## config.mk

```make
export PLATFORM = sky130hd
export DESIGN_NAME = amd_top
export DESIGN_NICKNAME = d
export VERILOG_FILES = /design/src/hw/amd_pkg.sv /design/src/hw/amd_reg_if.sv /design/src/hw/amd_regs.sv /design/src/hw/amd_decode.sv /design/src/hw/amd_top.sv
export SDC_FILE = /design/constraint.sdc
export NUM_CORES = 1
export LEC_CHECK = 0
export ABC_AREA = 0
export BUFFER_PORTS_ARGS = -buffer_cell sky130_fd_sc_hd__buf_2
export CAP_MARGIN = 20
export CORE_MARGIN = 4
export CORE_UTILIZATION = 40
export CTS_CLUSTER_SIZE = 30
export DETAILED_ROUTE_END_ITERATION = 6
export PLACE_DENSITY = 0.69
export SYNTH_ARGS = -nofsm -noshare
export SYNTH_HDL_FRONTEND = slang
export SYNTH_SLANG_ARGS = --single-unit
export TNS_END_PERCENT = 30
```

## constraint.sdc

```tcl
create_clock -name clk -period 3.4 [get_ports clk]
set_input_delay 0 -clock clk [delete_from_list [all_inputs] [get_ports clk]]
set_output_delay 0 -clock clk [all_outputs]
set_load 0.005 [all_outputs]
```

## src/hw/amd_pkg.sv

```systemverilog
// address map constants, register table and region types for the map decoder
package amd_pkg;

    // ------------------------------------------------------------
    // address map
    // ------------------------------------------------------------
    localparam logic [15:0] HW_LAST   = 16'h007F;
    localparam logic [15:0] RAM_BASE  = 16'h0080;
    localparam logic [15:0] RAM_LAST  = 16'h01FF;
    localparam logic [15:0] STK_BASE  = 16'h0180;
    localparam logic [15:0] STK_LAST  = 16'h01FF;
    localparam logic [15:0] EEP_BASE  = 16'h1000;
    localparam logic [15:0] EEP_LAST  = 16'h10FF;
    localparam logic [15:0] FL_BASE   = 16'hE000;
    localparam logic [15:0] VEC_BASE  = 16'hFFE0;
    localparam logic [16:0] SPACE_TOP = 17'h10000;
    localparam logic [16:0] S0_MIN    = 17'h00200;
    localparam logic [1:0]  S0_CODE_RST = 2'h3;

    // ------------------------------------------------------------
    // register slots
    // ------------------------------------------------------------
    localparam int          NSLOT       = 16;
    localparam logic [6:0]  IDX_PA_DATA = 7'h00;
    localparam logic [6:0]  IDX_PA_DIR  = 7'h01;
    localparam logic [6:0]  IDX_PA_OPT  = 7'h02;
    localparam logic [6:0]  IDX_PB_DATA = 7'h03;
    localparam logic [6:0]  IDX_PB_DIR  = 7'h04;
    localparam logic [6:0]  IDX_PB_OPT  = 7'h05;
    localparam logic [6:0]  IDX_RSV0    = 7'h06;
    localparam logic [6:0]  IDX_RSV1    = 7'h07;
    localparam logic [6:0]  IDX_LT_CS2  = 7'h08;
    localparam logic [6:0]  IDX_LT_RLD  = 7'h09;
    localparam logic [6:0]  IDX_LT_CNT  = 7'h0A;
    localparam logic [6:0]  IDX_LT_CS1  = 7'h0B;
    localparam logic [6:0]  IDX_LT_CAP  = 7'h0C;
    localparam logic [15:0] HIT_MASK    = 16'h1F3F;
    localparam logic [15:0] RW_MASK     = 16'h0B3F;
    localparam logic [15:0][7:0] RST_TAB = {
        8'h00, 8'h00, 8'h00, 8'h00, 8'h00, 8'h00, 8'h00, 8'h00,
        8'h00, 8'h00, 8'h00, 8'h00, 8'hFF, 8'h40, 8'h00, 8'hFF};

    // ------------------------------------------------------------
    // bus answers and region codes
    // ------------------------------------------------------------
    localparam logic [1:0] RESP_OKAY   = 2'h0;
    localparam logic [1:0] RESP_SLVERR = 2'h2;

    typedef enum logic [2:0] {
        rg_none, rg_hw, rg_ram, rg_eep, rg_flash
    } amd_region_e;

endpackage : amd_pkg

```

## src/hw/amd_reg_if.sv

```systemverilog
// write port and read view between the top and the register slots
`timescale 1ns/1ps
`default_nettype none
interface amd_reg_if;
    logic              wr;
    logic [6:0]        idx;
    logic [7:0]        wdata;
    logic [15:0][7:0]  view;
    modport master (output wr, output idx, output wdata, input view);
    modport slave  (input wr, input idx, input wdata, output view);
endinterface : amd_reg_if
`default_nettype wire

```

## src/hw/amd_regs.sv

```systemverilog
// register slots: port and small timer registers with their reset values
`timescale 1ns/1ps
`default_nettype none
module amd_regs (
    input  wire logic       clk,
    input  wire logic       nrst,
    amd_reg_if.slave        rb,
    input  wire logic [7:0] tmr_count,
    input  wire logic [7:0] tmr_capture
);

    logic [15:0][7:0] view_w;

    // ------------------------------------------------------------
    // one slot per index
    // ------------------------------------------------------------
    for (genvar i = 0; i < amd_pkg::NSLOT; i++) begin : g_slot
        if (amd_pkg::RW_MASK[i]) begin : g_rw
            logic [7:0] val_q;
            // read-only and reserved slots never take a write
            always_ff @(posedge clk) begin
                if (!nrst) begin
                    val_q <= amd_pkg::RST_TAB[i];
                end else if (rb.wr && rb.idx == 7'(i)) begin
                    val_q <= rb.wdata;
                end
            end
            assign view_w[i] = val_q;
        end else if (i == 32'(amd_pkg::IDX_LT_CNT)) begin : g_cnt
            assign view_w[i] = tmr_count;
        end else if (i == 32'(amd_pkg::IDX_LT_CAP)) begin : g_cap
            assign view_w[i] = tmr_capture;
        end else begin : g_none
            assign view_w[i] = 8'h00;
        end
    end

    assign rb.view = view_w;

endmodule : amd_regs
`default_nettype wire

```

## src/hw/amd_decode.sv

```systemverilog
// region decoder: one registered select per access, sector 0 and stack checks
`timescale 1ns/1ps
`default_nettype none
module amd_decode (
    input  wire logic        clk,
    input  wire logic        nrst,
    input  wire logic        valid,
    input  wire logic [15:0] addr,
    input  wire logic        stack,
    input  wire logic [1:0]  s0_code,
    output logic [3:0]       sel_q,
    output logic             s0_hit_q,
    output logic             vec_q,
    output logic             stk_fault_q,
    output logic [15:0]      s0_base_q
);

    amd_pkg::amd_region_e rg_d;
    logic                 stk_bad;
    logic [1:0]           s0_code_q;
    logic                 loaded_q;
    logic [16:0]          s0_size;

    // ------------------------------------------------------------
    // option capture
    // ------------------------------------------------------------
    // size code caught once after release, never while in reset
    always_ff @(posedge clk) begin
        if (!nrst) begin
            loaded_q  <= 1'b0;
            s0_code_q <= amd_pkg::S0_CODE_RST;
        end else if (!loaded_q) begin
            loaded_q  <= 1'b1;
            s0_code_q <= s0_code;
        end
    end

    assign s0_size = amd_pkg::S0_MIN << s0_code_q;

    always_ff @(posedge clk) begin
        if (!nrst) begin
            s0_base_q <= 16'h0000;
        end else begin
            s0_base_q <= 16'(amd_pkg::SPACE_TOP - s0_size);
        end
    end

    // ------------------------------------------------------------
    // region decode
    // ------------------------------------------------------------
    // stack window check
    assign stk_bad = stack && (addr < amd_pkg::STK_BASE || addr > amd_pkg::STK_LAST);

    always_comb begin
        rg_d = amd_pkg::rg_none;
        if (stk_bad) begin
            rg_d = amd_pkg::rg_none;
        end else if (addr <= amd_pkg::HW_LAST) begin
            if (addr[6:0] != amd_pkg::IDX_RSV0 && addr[6:0] != amd_pkg::IDX_RSV1) begin
                rg_d = amd_pkg::rg_hw;
            end
        end else if (addr <= amd_pkg::RAM_LAST) begin
            rg_d = amd_pkg::rg_ram;
        end else if (addr >= amd_pkg::EEP_BASE && addr <= amd_pkg::EEP_LAST) begin
            rg_d = amd_pkg::rg_eep;
        end else if (addr >= amd_pkg::FL_BASE) begin
            rg_d = amd_pkg::rg_flash;
        end
    end

    always_ff @(posedge clk) begin
        if (!nrst) begin
            sel_q <= 4'h0;
        end else if (!valid) begin
            sel_q <= 4'h0;
        end else begin
            unique case (rg_d)
                amd_pkg::rg_none:  sel_q <= 4'h0;
                amd_pkg::rg_hw:    sel_q <= 4'h1;
                amd_pkg::rg_ram:   sel_q <= 4'h2;
                amd_pkg::rg_eep:   sel_q <= 4'h4;
                amd_pkg::rg_flash: sel_q <= 4'h8;
            endcase
        end
    end

    always_ff @(posedge clk) begin
        if (!nrst) begin
            s0_hit_q    <= 1'b0;
            vec_q       <= 1'b0;
            stk_fault_q <= 1'b0;
        end else begin
            s0_hit_q    <= valid && !stk_bad && 17'(addr) >= amd_pkg::SPACE_TOP - s0_size;
            vec_q       <= valid && !stk_bad && addr >= amd_pkg::VEC_BASE;
            stk_fault_q <= valid && stk_bad;
        end
    end

endmodule : amd_decode
`default_nettype wire

```

## src/hw/amd_top.sv

```systemverilog
// memory map decoder with port and small timer registers on AXI4-Lite
`timescale 1ns/1ps
`default_nettype none
module amd_top (
    input  wire logic        clk,
    input  wire logic        nrst,
    // axi4-lite slave
    input  wire logic [31:0] s_axi_awaddr,
    input  wire logic        s_axi_awvalid,
    output logic             s_axi_awready,
    input  wire logic [31:0] s_axi_wdata,
    input  wire logic [3:0]  s_axi_wstrb,
    input  wire logic        s_axi_wvalid,
    output logic             s_axi_wready,
    output logic [1:0]       s_axi_bresp,
    output logic             s_axi_bvalid,
    input  wire logic        s_axi_bready,
    input  wire logic [31:0] s_axi_araddr,
    input  wire logic        s_axi_arvalid,
    output logic             s_axi_arready,
    output logic [31:0]      s_axi_rdata,
    output logic [1:0]       s_axi_rresp,
    output logic             s_axi_rvalid,
    input  wire logic        s_axi_rready,
    // processor access port
    input  wire logic        cpu_valid,
    input  wire logic [15:0] cpu_addr,
    input  wire logic        cpu_we,
    input  wire logic        cpu_stack,
    input  wire logic [7:0]  cpu_wdata,
    output logic [7:0]       cpu_rdata,
    // region selects
    output logic             sel_hw,
    output logic             sel_ram,
    output logic             sel_eep,
    output logic             sel_flash,
    output logic             flash_sector0,
    output logic             vector_fetch,
    output logic             stack_fault,
    output logic [15:0]      sector0_base,
    // option byte and timer state
    input  wire logic [1:0]  opt_sector0_code,
    input  wire logic [7:0]  tmr_count,
    input  wire logic [7:0]  tmr_capture,
    // register contents
    output logic [7:0]       port_a_data,
    output logic [7:0]       port_a_direction,
    output logic [7:0]       port_a_option,
    output logic [7:0]       port_b_data,
    output logic [7:0]       port_b_direction,
    output logic [7:0]       port_b_option,
    output logic [7:0]       small_timer_ctrl_status_two,
    output logic [7:0]       small_timer_reload,
    output logic [7:0]       small_timer_ctrl_status_one
);

    // ------------------------------------------------------------
    // declarations
    // ------------------------------------------------------------
    amd_reg_if rb ();

    logic [3:0]  sel_w;
    logic [6:0]  aw_idx_q;
    logic        aw_ok_q;
    logic        aw_have_q;
    logic [7:0]  w_data_q;
    logic        w_lane_q;
    logic        w_have_q;
    logic        bvalid_q;
    logic [1:0]  bresp_q;
    logic        rvalid_q;
    logic [1:0]  rresp_q;
    logic [7:0]  rdata_q;
    logic [7:0]  cpu_rdata_q;
    logic        cpu_hw;
    logic        cpu_wr;
    logic        axi_go;
    logic [6:0]  ar_idx;
    logic        ar_ok;

    // a slot answers only when implemented and not in the gap
    function automatic logic slot_hit(input logic [6:0] i);
        slot_hit = (i[6:4] == 3'h0) && amd_pkg::HIT_MASK[i[3:0]];
    endfunction : slot_hit

    // ------------------------------------------------------------
    // submodules
    // ------------------------------------------------------------
    amd_decode u_dec (
        .clk         (clk),
        .nrst        (nrst),
        .valid       (cpu_valid),
        .addr        (cpu_addr),
        .stack       (cpu_stack),
        .s0_code     (opt_sector0_code),
        .sel_q       (sel_w),
        .s0_hit_q    (flash_sector0),
        .vec_q       (vector_fetch),
        .stk_fault_q (stack_fault),
        .s0_base_q   (sector0_base)
    );

    amd_regs u_regs (
        .clk         (clk),
        .nrst        (nrst),
        .rb          (rb.slave),
        .tmr_count   (tmr_count),
        .tmr_capture (tmr_capture)
    );

    assign sel_hw    = sel_w[0];
    assign sel_ram   = sel_w[1];
    assign sel_eep   = sel_w[2];
    assign sel_flash = sel_w[3];

    // register contents straight from the slot flops
    assign port_a_data                 = rb.view[amd_pkg::IDX_PA_DATA[3:0]];
    assign port_a_direction            = rb.view[amd_pkg::IDX_PA_DIR[3:0]];
    assign port_a_option               = rb.view[amd_pkg::IDX_PA_OPT[3:0]];
    assign port_b_data                 = rb.view[amd_pkg::IDX_PB_DATA[3:0]];
    assign port_b_direction            = rb.view[amd_pkg::IDX_PB_DIR[3:0]];
    assign port_b_option               = rb.view[amd_pkg::IDX_PB_OPT[3:0]];
    assign small_timer_ctrl_status_two = rb.view[amd_pkg::IDX_LT_CS2[3:0]];
    assign small_timer_reload          = rb.view[amd_pkg::IDX_LT_RLD[3:0]];
    assign small_timer_ctrl_status_one = rb.view[amd_pkg::IDX_LT_CS1[3:0]];

    // ------------------------------------------------------------
    // write port arbitration
    // ------------------------------------------------------------
    // processor wins; the bus write waits for as long as a processor write is on the port
    assign cpu_hw = cpu_valid && !cpu_stack && cpu_addr <= amd_pkg::HW_LAST;
    assign cpu_wr = cpu_hw && cpu_we;
    assign axi_go = aw_have_q && w_have_q && !bvalid_q && !cpu_wr;

    always_comb begin
        rb.wr    = 1'b0;
        rb.idx   = aw_idx_q;
        rb.wdata = w_data_q;
        if (cpu_wr) begin
            rb.wr    = 1'b1;
            rb.idx   = cpu_addr[6:0];
            rb.wdata = cpu_wdata;
        end else if (axi_go) begin
            rb.wr    = aw_ok_q && w_lane_q;
        end
    end

    // ------------------------------------------------------------
    // processor register reads
    // ------------------------------------------------------------
    // gap reads as zero
    always_ff @(posedge clk) begin
        if (!nrst) begin
            cpu_rdata_q <= 8'h00;
        end else if (cpu_hw && !cpu_we) begin
            cpu_rdata_q <= slot_hit(cpu_addr[6:0]) ? rb.view[cpu_addr[3:0]] : 8'h00;
        end
    end

    assign cpu_rdata = cpu_rdata_q;

    // ------------------------------------------------------------
    // axi write address and data capture
    // ------------------------------------------------------------
    // slot index is the byte address over four
    always_ff @(posedge clk) begin
        if (!nrst) begin
            aw_have_q <= 1'b0;
            aw_idx_q  <= 7'h00;
            aw_ok_q   <= 1'b0;
        end else if (s_axi_awvalid && !aw_have_q) begin
            aw_have_q <= 1'b1;
            aw_idx_q  <= s_axi_awaddr[8:2];
            aw_ok_q   <= (s_axi_awaddr[31:9] == 23'h000000) && slot_hit(s_axi_awaddr[8:2]);
        end else if (axi_go) begin
            aw_have_q <= 1'b0;
        end
    end

    always_ff @(posedge clk) begin
        if (!nrst) begin
            w_have_q <= 1'b0;
            w_data_q <= 8'h00;
            w_lane_q <= 1'b0;
        end else if (s_axi_wvalid && !w_have_q) begin
            w_have_q <= 1'b1;
            w_data_q <= s_axi_wdata[7:0];
            w_lane_q <= s_axi_wstrb[0];
        end else if (axi_go) begin
            w_have_q <= 1'b0;
        end
    end

    assign s_axi_awready = !aw_have_q;
    assign s_axi_wready  = !w_have_q;

    // ------------------------------------------------------------
    // axi write response
    // ------------------------------------------------------------
    // unmapped and reserved slots answer slverr
    always_ff @(posedge clk) begin
        if (!nrst) begin
            bvalid_q <= 1'b0;
            bresp_q  <= amd_pkg::RESP_OKAY;
        end else if (axi_go) begin
            bvalid_q <= 1'b1;
            bresp_q  <= aw_ok_q ? amd_pkg::RESP_OKAY : amd_pkg::RESP_SLVERR;
        end else if (s_axi_bready) begin
            bvalid_q <= 1'b0;
        end
    end

    assign s_axi_bvalid = bvalid_q;
    assign s_axi_bresp  = bresp_q;

    // ------------------------------------------------------------
    // axi read
    // ------------------------------------------------------------
    assign ar_idx = s_axi_araddr[8:2];
    assign ar_ok  = (s_axi_araddr[31:9] == 23'h000000) && slot_hit(ar_idx);

    // one cycle from address to data; upper bits read zero
    always_ff @(posedge clk) begin
        if (!nrst) begin
            rvalid_q <= 1'b0;
            rresp_q  <= amd_pkg::RESP_OKAY;
            rdata_q  <= 8'h00;
        end else if (s_axi_arvalid && !rvalid_q) begin
            rvalid_q <= 1'b1;
            rresp_q  <= ar_ok ? amd_pkg::RESP_OKAY : amd_pkg::RESP_SLVERR;
            rdata_q  <= ar_ok ? rb.view[ar_idx[3:0]] : 8'h00;
        end else if (s_axi_rready) begin
            rvalid_q <= 1'b0;
        end
    end

    assign s_axi_arready = !rvalid_q;
    assign s_axi_rvalid  = rvalid_q;
    assign s_axi_rresp   = rresp_q;
    assign s_axi_rdata   = {24'h000000, rdata_q};
endmodule : amd_top
`default_nettype wire

```

==> summary.md, run 1 <==
| Metric | Value |
|---|---|
| Status | `complete, no violations` |
| Share of cells above drive strength 1 | `0.303` |
| CTS root buf | `clkbuf_16` |
| Pwr per Cell Area | `409 nW/µm²` |
| Via density per instance | `5.43` |
| Post-synth top area share | `0.371` |
| Gate Count Post-Synth | `755` |
| Global Route Usage Sum | `0.233` |
| Net Switching | `0.000965 W` |
| Critical Path Source Type | `input port` |
| Arr. time, crit path | `2.94 ns` |
| Yosys cell types | `51` |
| Worst-path clk slew | `0.06 ns` |
| Leading area contributor after synthesis | `dfxtp_1` |
| CP max FO | `1` |
| Largest net degree at the start of global routing | `48` |
| Sequential area share after synthesis | `0.371` |
| Global-route wire length before repair | `35800 µm` |
| Hold Crit Start | `cpu_stack` |
| Power Internal | `0.00273 W` |
| EDFF count, synth | `0` |
| # diodes | `0` |
| Gr ovfl total | `0` |
| Max-slew violation count | `0` |
| Synth top area cells | `dfxtp_1 37%, mux2i_1 9.6%, a211oi_1 6.6%` |
| Unrepaired setup endpoints after global routing | `false` |
| Switching Share | `0.261` |
| Row count | `47` |
| CTS tree | `built` |
| Relative slew slack | `0.350` |
| DR pass1 iterations | `5` |
| Final core utilization | `0.541` |
| GP Congestion | `0.871` |
| Max-cap violations | `0` |
| Mean post-synth cell area | `9.07 µm²` |
| R2R Path End | `aw_ok_q` |
| Count of state elements after synthesis | `127` |
| Core box area | `16700 µm²` |
| Final hold violation count | `0` |
| Most used DFF post-synth | `dfxtp_1` |
| Vias | `6760` |
| Initial antenna violation count | `0` |
| Hold_buf cts | `46` |
| Initial Util | `0.410` |
| Layout Nets | `1170` |
| Routed Wire Length | `22900 µm` |
| Synthesized area | `6850 µm²` |
| Hold_ws | `0.0437 ns` |
| Crit end category | `flip-flop` |
| Post-DR wirelength/cell | `18.4 µm` |
| DRC Markers | `0` |
| Hold EP | `u_dec.s0_hit_q` |
| Initial DRC count | `354` |
| Worst Path Required | `3.74 ns` |
| Yosys warns | `0` |
| Setup Buffers After CTS | `0` |
| Synth async-reset ratio | `0` |
| Commonest cells in the netlist | `127 x dfxtp_1, 97 x nor2_1, 72 x nand2_1` |
| Longest Clk Path Bufs | `2` |
| Most numerous cell in the Yosys netlist | `dfxtp_1` |
| Die Wd | `139 µm` |
| H-tree level count | `4` |
| Worst Hold Path Cells | `4` |
| Setup Skew | `0.00828 ns` |
| Seq pwr share | `0.414` |
| Final Critical Period | `2.60 ns` |
| Height of the chip | `139 µm` |
| Clk Latency, worst-skew pair | `0.42 ns` |
| Worst slew pin tran | `0.975 ns` |
| Vias in the first global route | `6612` |
| Worst Hold Class | `in -> reg` |
| Final clock period utilization by the worst path | `0.765` |
| Total CTS buffers | `17` |
| Worst r2r src | `aw_have_q` |
| Area Overhead vs Synth | `31.8%` |
| Post-CTS sizing | `0` |
| Static leakage | `3.78 nW` |
| Fmax achieved | `385 MHz` |
| CTS Sinks | `127` |
| Setup TNS | `0 ns` |
| DRT antenna net count | `0` |
| Number of port buffers | `229` |
| Post-detail-place hpwl | `16900 µm` |
| Logic gate share of total power | `0.119` |
| Worst R2R Path Depth | `7` |
| # setup viols final | `0` |
| I/O pin count | `296` |
| Worst R2R Setup Slack | `0.88 ns` |
| Clk pwr share | `0.468` |
| Peak supply drop | `0.000346 V` |
| DIE AREA | `19300 µm²` |
| CP Class | `in -> reg` |
[through the flow]
step	power (W)	setup slack [ns]	cell area [µm²]	instances
after CTS	0.00371	0.890	9010	1244
after global routing	0.00384	0.681	9030	1245
after floorplan	0.00182	1.37	6980	790
after detailed placement	0.00195	1.14	7990	1166
after global placement	0.00195	1.18	7990	1166
final	0.00369	0.800	9030	1245
[layout make-up]
class	instances	area, µm²
inverter	9	33.8
multi-input combinational	572	3930
clock inverter	13	116
timing repair buffer	285	1690
tap	220	275
clock buffer	19	443
fill	1580	7670
sequential	127	2540
[state kept, by name (all words and copies together), names as in the netlist, 2 cells and up]
name,count
aw_idx_q,7
rdata_q,8
w_data_q,8
u_dec.s0_code_q,2
u_regs.g_slot.g_rw.val_q,72
u_dec.s0_base_q,6
cpu_rdata,8
u_dec.sel_q,4
[cells in the final DEF, fill, tap and decap left out, types with 9 or more instances in the layout]
| master | count |
|---|---|
| a211oi_1 | 60 |
| a21oi_1 | 31 |
| buf_2 | 229 |
| buf_4 | 9 |
| clkbuf_16 | 17 |
| conb_1 | 36 |
| dfxtp_1 | 127 |
| dlygate4sd3_1 | 46 |
| mux2i_1 | 66 |
| mux4_2 | 19 |
| nand2_1 | 72 |
| nand3_1 | 9 |
| nand4_1 | 18 |
| nor2_1 | 97 |
| nor2b_1 | 25 |
| nor4_1 | 13 |
| o21ai_0 | 36 |
[metal layers]
| metal | wire (µm) | GRT usage | vias to the layer above |
|---|---|---|---|
| li1 | - | - | 3234 |
| met1 | 9230 | 0.291 | 3201 |
| met2 | 11200 | 0.384 | 283 |
| met3 | 1920 | 0.0783 | 42 |
| met4 | 544 | 0.0700 | 0 |
| met5 | 0 | 0 | - |
[worst max path at each step]
stage                                          end                from  slack [ns]  cells past startpoint
floorplan                           u_dec.s0_hit_q  u_dec.s0_code_q[0]        1.37                      9
global placement    u_regs.g_slot[1].g_rw.val_q[6]         cpu_addr[7]        1.18                      7
detailed placement                    cpu_rdata[3]         cpu_addr[0]        1.14                      6
CTS                                        aw_ok_q    s_axi_awaddr[20]        0.89                      9
global route                               aw_ok_q    s_axi_awaddr[20]        0.68                      9
finish                                     aw_ok_q    s_axi_awaddr[20]        0.80                      9
[power by group through the flow]
stage | sequential (W) | clock, W | combinational (W)
3_3_place_gp | 0.00156 | 0 | 0.000388
6_report | 0.00153 | 0.00173 | 0.000438
5_1_grt | 0.00153 | 0.00183 | 0.000480
2_1_floorplan | 0.00156 | 0 | 0.000260
4_1_cts | 0.00153 | 0.00175 | 0.000430
3_5_place_dp | 0.00156 | 0 | 0.000393
[cells by family (layout without fill, tap and decap cells)]
kind of cell    count (synthesis)  count (layout)  synth area share
other cells                     1              36          0.000547
mux                           103             103             0.195
simple gates                  261             261             0.182
fa+ha+maj                       6               6            0.0110
flops                         127             127             0.371
buf+inv                        91             326            0.0752
compound gates                166             166             0.165
[worst max-delay path, stage by stage]
cell and delay (ns):
dlygate4sd3_1 0.52, buf_2 0.12, nor4_1 0.15, dlygate4sd3_1 0.58, nand4_1 0.08, dlygate4sd3_1 0.58
a211o_1 0.23, dlygate4sd3_1 0.56, a21oi_1 0.12
(Power assumes the default switching activity.)
==> run 2, diff against run 1 <==
--- a/config.mk
+++ b/config.mk
@@ -12,7 +12,7 @@
 export CORE_UTILIZATION = 40
 export CTS_CLUSTER_SIZE = 30
 export DETAILED_ROUTE_END_ITERATION = 6
-export PLACE_DENSITY = 0.69
+export PLACE_DENSITY = 0.72
 export SYNTH_ARGS = -nofsm -noshare
 export SYNTH_HDL_FRONTEND = slang
 export SYNTH_SLANG_ARGS = --single-unit
==> constraint.sdc (replaced) <==
create_clock -name clk -period 2.28 [get_ports clk]
set_input_delay 0 -clock clk [delete_from_list [all_inputs] [get_ports clk]]
set_output_delay 0 -clock clk [all_outputs]
set_load 0.005 [all_outputs]
==> summary.md, run 2 (synthesis gave the netlist of run 1 again) <==
| Metric | Value |
|---|---|
| Longest Clk Path Bufs | `2 (unchanged)` |
| Height of the chip | `139 µm (unchanged)` |
| Total CTS buffers | `17 (unchanged)` |
| CTS Sinks | `127 (unchanged)` |
| Gr ovfl total | `0 (unchanged)` |
| Clk Latency, worst-skew pair | `0.43 ns (about the same)` |
| CTS root buf | `clkbuf_16` |
| Final Critical Period | `2.15 ns` |
| DRT antenna net count | `0 (unchanged)` |
| Arr. time, crit path | `2.40 ns (-0.54 ns)` |
| DR pass1 iterations | `5 (unchanged)` |
| Setup Skew | `0.00870 ns (+0.000421 ns)` |
| Slowest cell on the critical path | `mux2i_1` |
| Crit end category | `flip-flop` |
| Max FFs per register | `72 (unchanged)` |
| Worst Path Required | `2.53 ns (-1.21 ns)` |
| Area after DPL | `8160 µm² (+2.1%)` |
| H-tree level count | `4 (unchanged)` |
| Relative slew slack | `0.351 (+0.000969)` |
| Die Wd | `139 µm (unchanged)` |
| Max-cap violations | `0 (unchanged)` |
| Vias in the first global route | `6661 (+0.74%)` |
| Setup TNS | `0 ns (unchanged)` |
| CTS tree | `built` |
| Initial Util | `0.410 (unchanged)` |
| Finished Cell Area | `9270 µm² (+2.7%)` |
| Worst Hold Path Cells | `5 (+1)` |
| Post-detail-place hpwl | `17500 µm (+3.5%)` |
| I/O pin count | `296 (unchanged)` |
| Placed cell count | `1187 (+1.8%)` |
| Core box area | `16700 µm² (unchanged)` |
| Largest net degree at the start of global routing | `64 (+33%)` |
| # setup viols final | `0 (unchanged)` |
| Number of port buffers | `229 (unchanged)` |
| CP Class | `in -> reg` |
| Pwr per Cell Area | `610 nW/µm² (+49%)` |
| Routed Wire Length | `23500 µm (+2.9%)` |
| Initial DRC count | `504 (+42%)` |
| Filler cells | `1504 (-4.8%)` |
| GP Congestion | `0.873 (+0.31%)` |
| Worst R2R Path Depth | `6 (-1)` |
| CP max FO | `15 (+14)` |
| Static leakage | `3.93 nW (+3.8%)` |
| Global Route Usage Sum | `0.233 (-0.000338)` |
| Status | `complete, no violations` |
| Share of cells above drive strength 1 | `0.319 (+0.0159)` |
| CP peak stage delay | `0.78 ns (+0.20 ns)` |
| Layout Nets | `1194 (+2.1%)` |
| Worst-path clk slew | `0.06 ns (about the same)` |
| Fmax achieved | `465 MHz` |
| DIE AREA | `19300 µm² (unchanged)` |
| Worst Hold Class | `in -> reg` |
| Crit-path cells | `dlygate4sd3_1, buf_2, nor4b_2, nand4_4, mux2i_1, a211oi_1` |
| DRC Markers | `0 (unchanged)` |
| Final clock period utilization by the worst path | `0.944` |
| Commonest non-fill, non-tap cell in the layout | `buf_2` |
| Max-slew violation count | `0 (unchanged)` |
| Worst slew pin tran | `0.946 ns (-0.0285 ns)` |
| Via density per instance | `5.44 (+0.16%)` |
| Hold_ws | `0.0100 ns (-0.0337 ns)` |
| # diodes | `0 (unchanged)` |
| Commonest cells after routing, fill and taps aside | `229 x buf_2, 127 x dfxtp_1, 97 x nor2_1, 72 x nand2_1, 66 x mux2i_1` |
| Initial antenna violation count | `0 (unchanged)` |
| Area Overhead vs Synth | `35.3%` |
| Critical Path Source Type | `input port` |
| Final hold violation count | `0 (unchanged)` |
| Non-filler cells, final | `1269 (+1.9%)` |
| Final core utilization | `0.555 (+0.0145)` |
| Peak supply drop | `0.000556 V (+61%)` |
| Unrepaired setup endpoints after global routing | `false` |
| Vias | `6901 (+2.1%)` |
| Register bank with the most flops | `u_regs.g_slot.g_rw.val_q` |
| Global-route wire length before repair | `35700 µm (-0.50%)` |
| Post-DR wirelength/cell | `18.5 µm (+1.0%)` |
| Row count | `47 (unchanged)` |
==> run 2: where the power goes <==
| group | switching, W | internal (W) | total (W) |
|---|---|---|---|
| combinational | 0.000377 | 0.000307 | 0.000683 |
| sequential | 0.0000250 | 0.00225 | 0.00228 |
| clock | 0.00108 | 0.00162 | 0.00270 |
| total | 0.00148 | 0.00418 | 0.00566 |
==> run 2: area by class of cell <==
type                    count  area [µm²]  area share
well taps                 220         275      0.0297
inverters                   9        33.8     0.00364
clock buffers              17         425      0.0459
multi-input cells         572        3940       0.425
repair buffers            309        1890       0.204
flip-flops and latches    127        2540       0.274
clock inverters            15         164      0.0177
==> run 2: metrics by stage <==
stage / power (W) / setup WS (ns)
final: 0.00566 / 0.128
after global routing: 0.00584 / 0.0245
after CTS: 0.00568 / 0.0407
after detailed placement: 0.00293 / 0.0896
after global placement: 0.00292 / 0.109
after floorplan: 0.00271 / 0.250
==> run 2: worst max-delay path, delay by kind of cell <==
kind / cells / cell delay, ns
mux: 1 / 0.78
simple gates: 2 / 0.73
buf+inv: 2 / 0.66
compound gates: 1 / 0.22
==> run 2: worst paths after layout <==
kind	end	slack [ns]	from
max reg2reg	u_regs.g_slot[2].g_rw.val_q[1]	0.20	w_have_q
max	u_regs.g_slot[2].g_rw.val_q[1]	0.13	cpu_valid
min	s_axi_rresp[1]	0.01	s_axi_araddr[17]
min reg2reg	cpu_rdata[4]	0.45	cpu_rdata[4]
==> run 2: routing by layer <==
layer / share of wire / up-vias / wire [µm] / track usage
li1: - / 3289 / - / -
met1: 0.40 / 3220 / 9480 / 0.282
met2: 0.48 / 342 / 11200 / 0.391
met3: 0.089 / 50 / 2100 / 0.0797
met4: 0.033 / 0 / 766 / 0.0731
met5: 0 / - / 0 / 0
==> run 2: what timing repair did <==
item	in CTS	in global routing
resized for setup	0	4
setup endpoints to repair	0	50
hold buffers	49	0
endpoints found under the hold margin	46	0
setup buffers	0	1
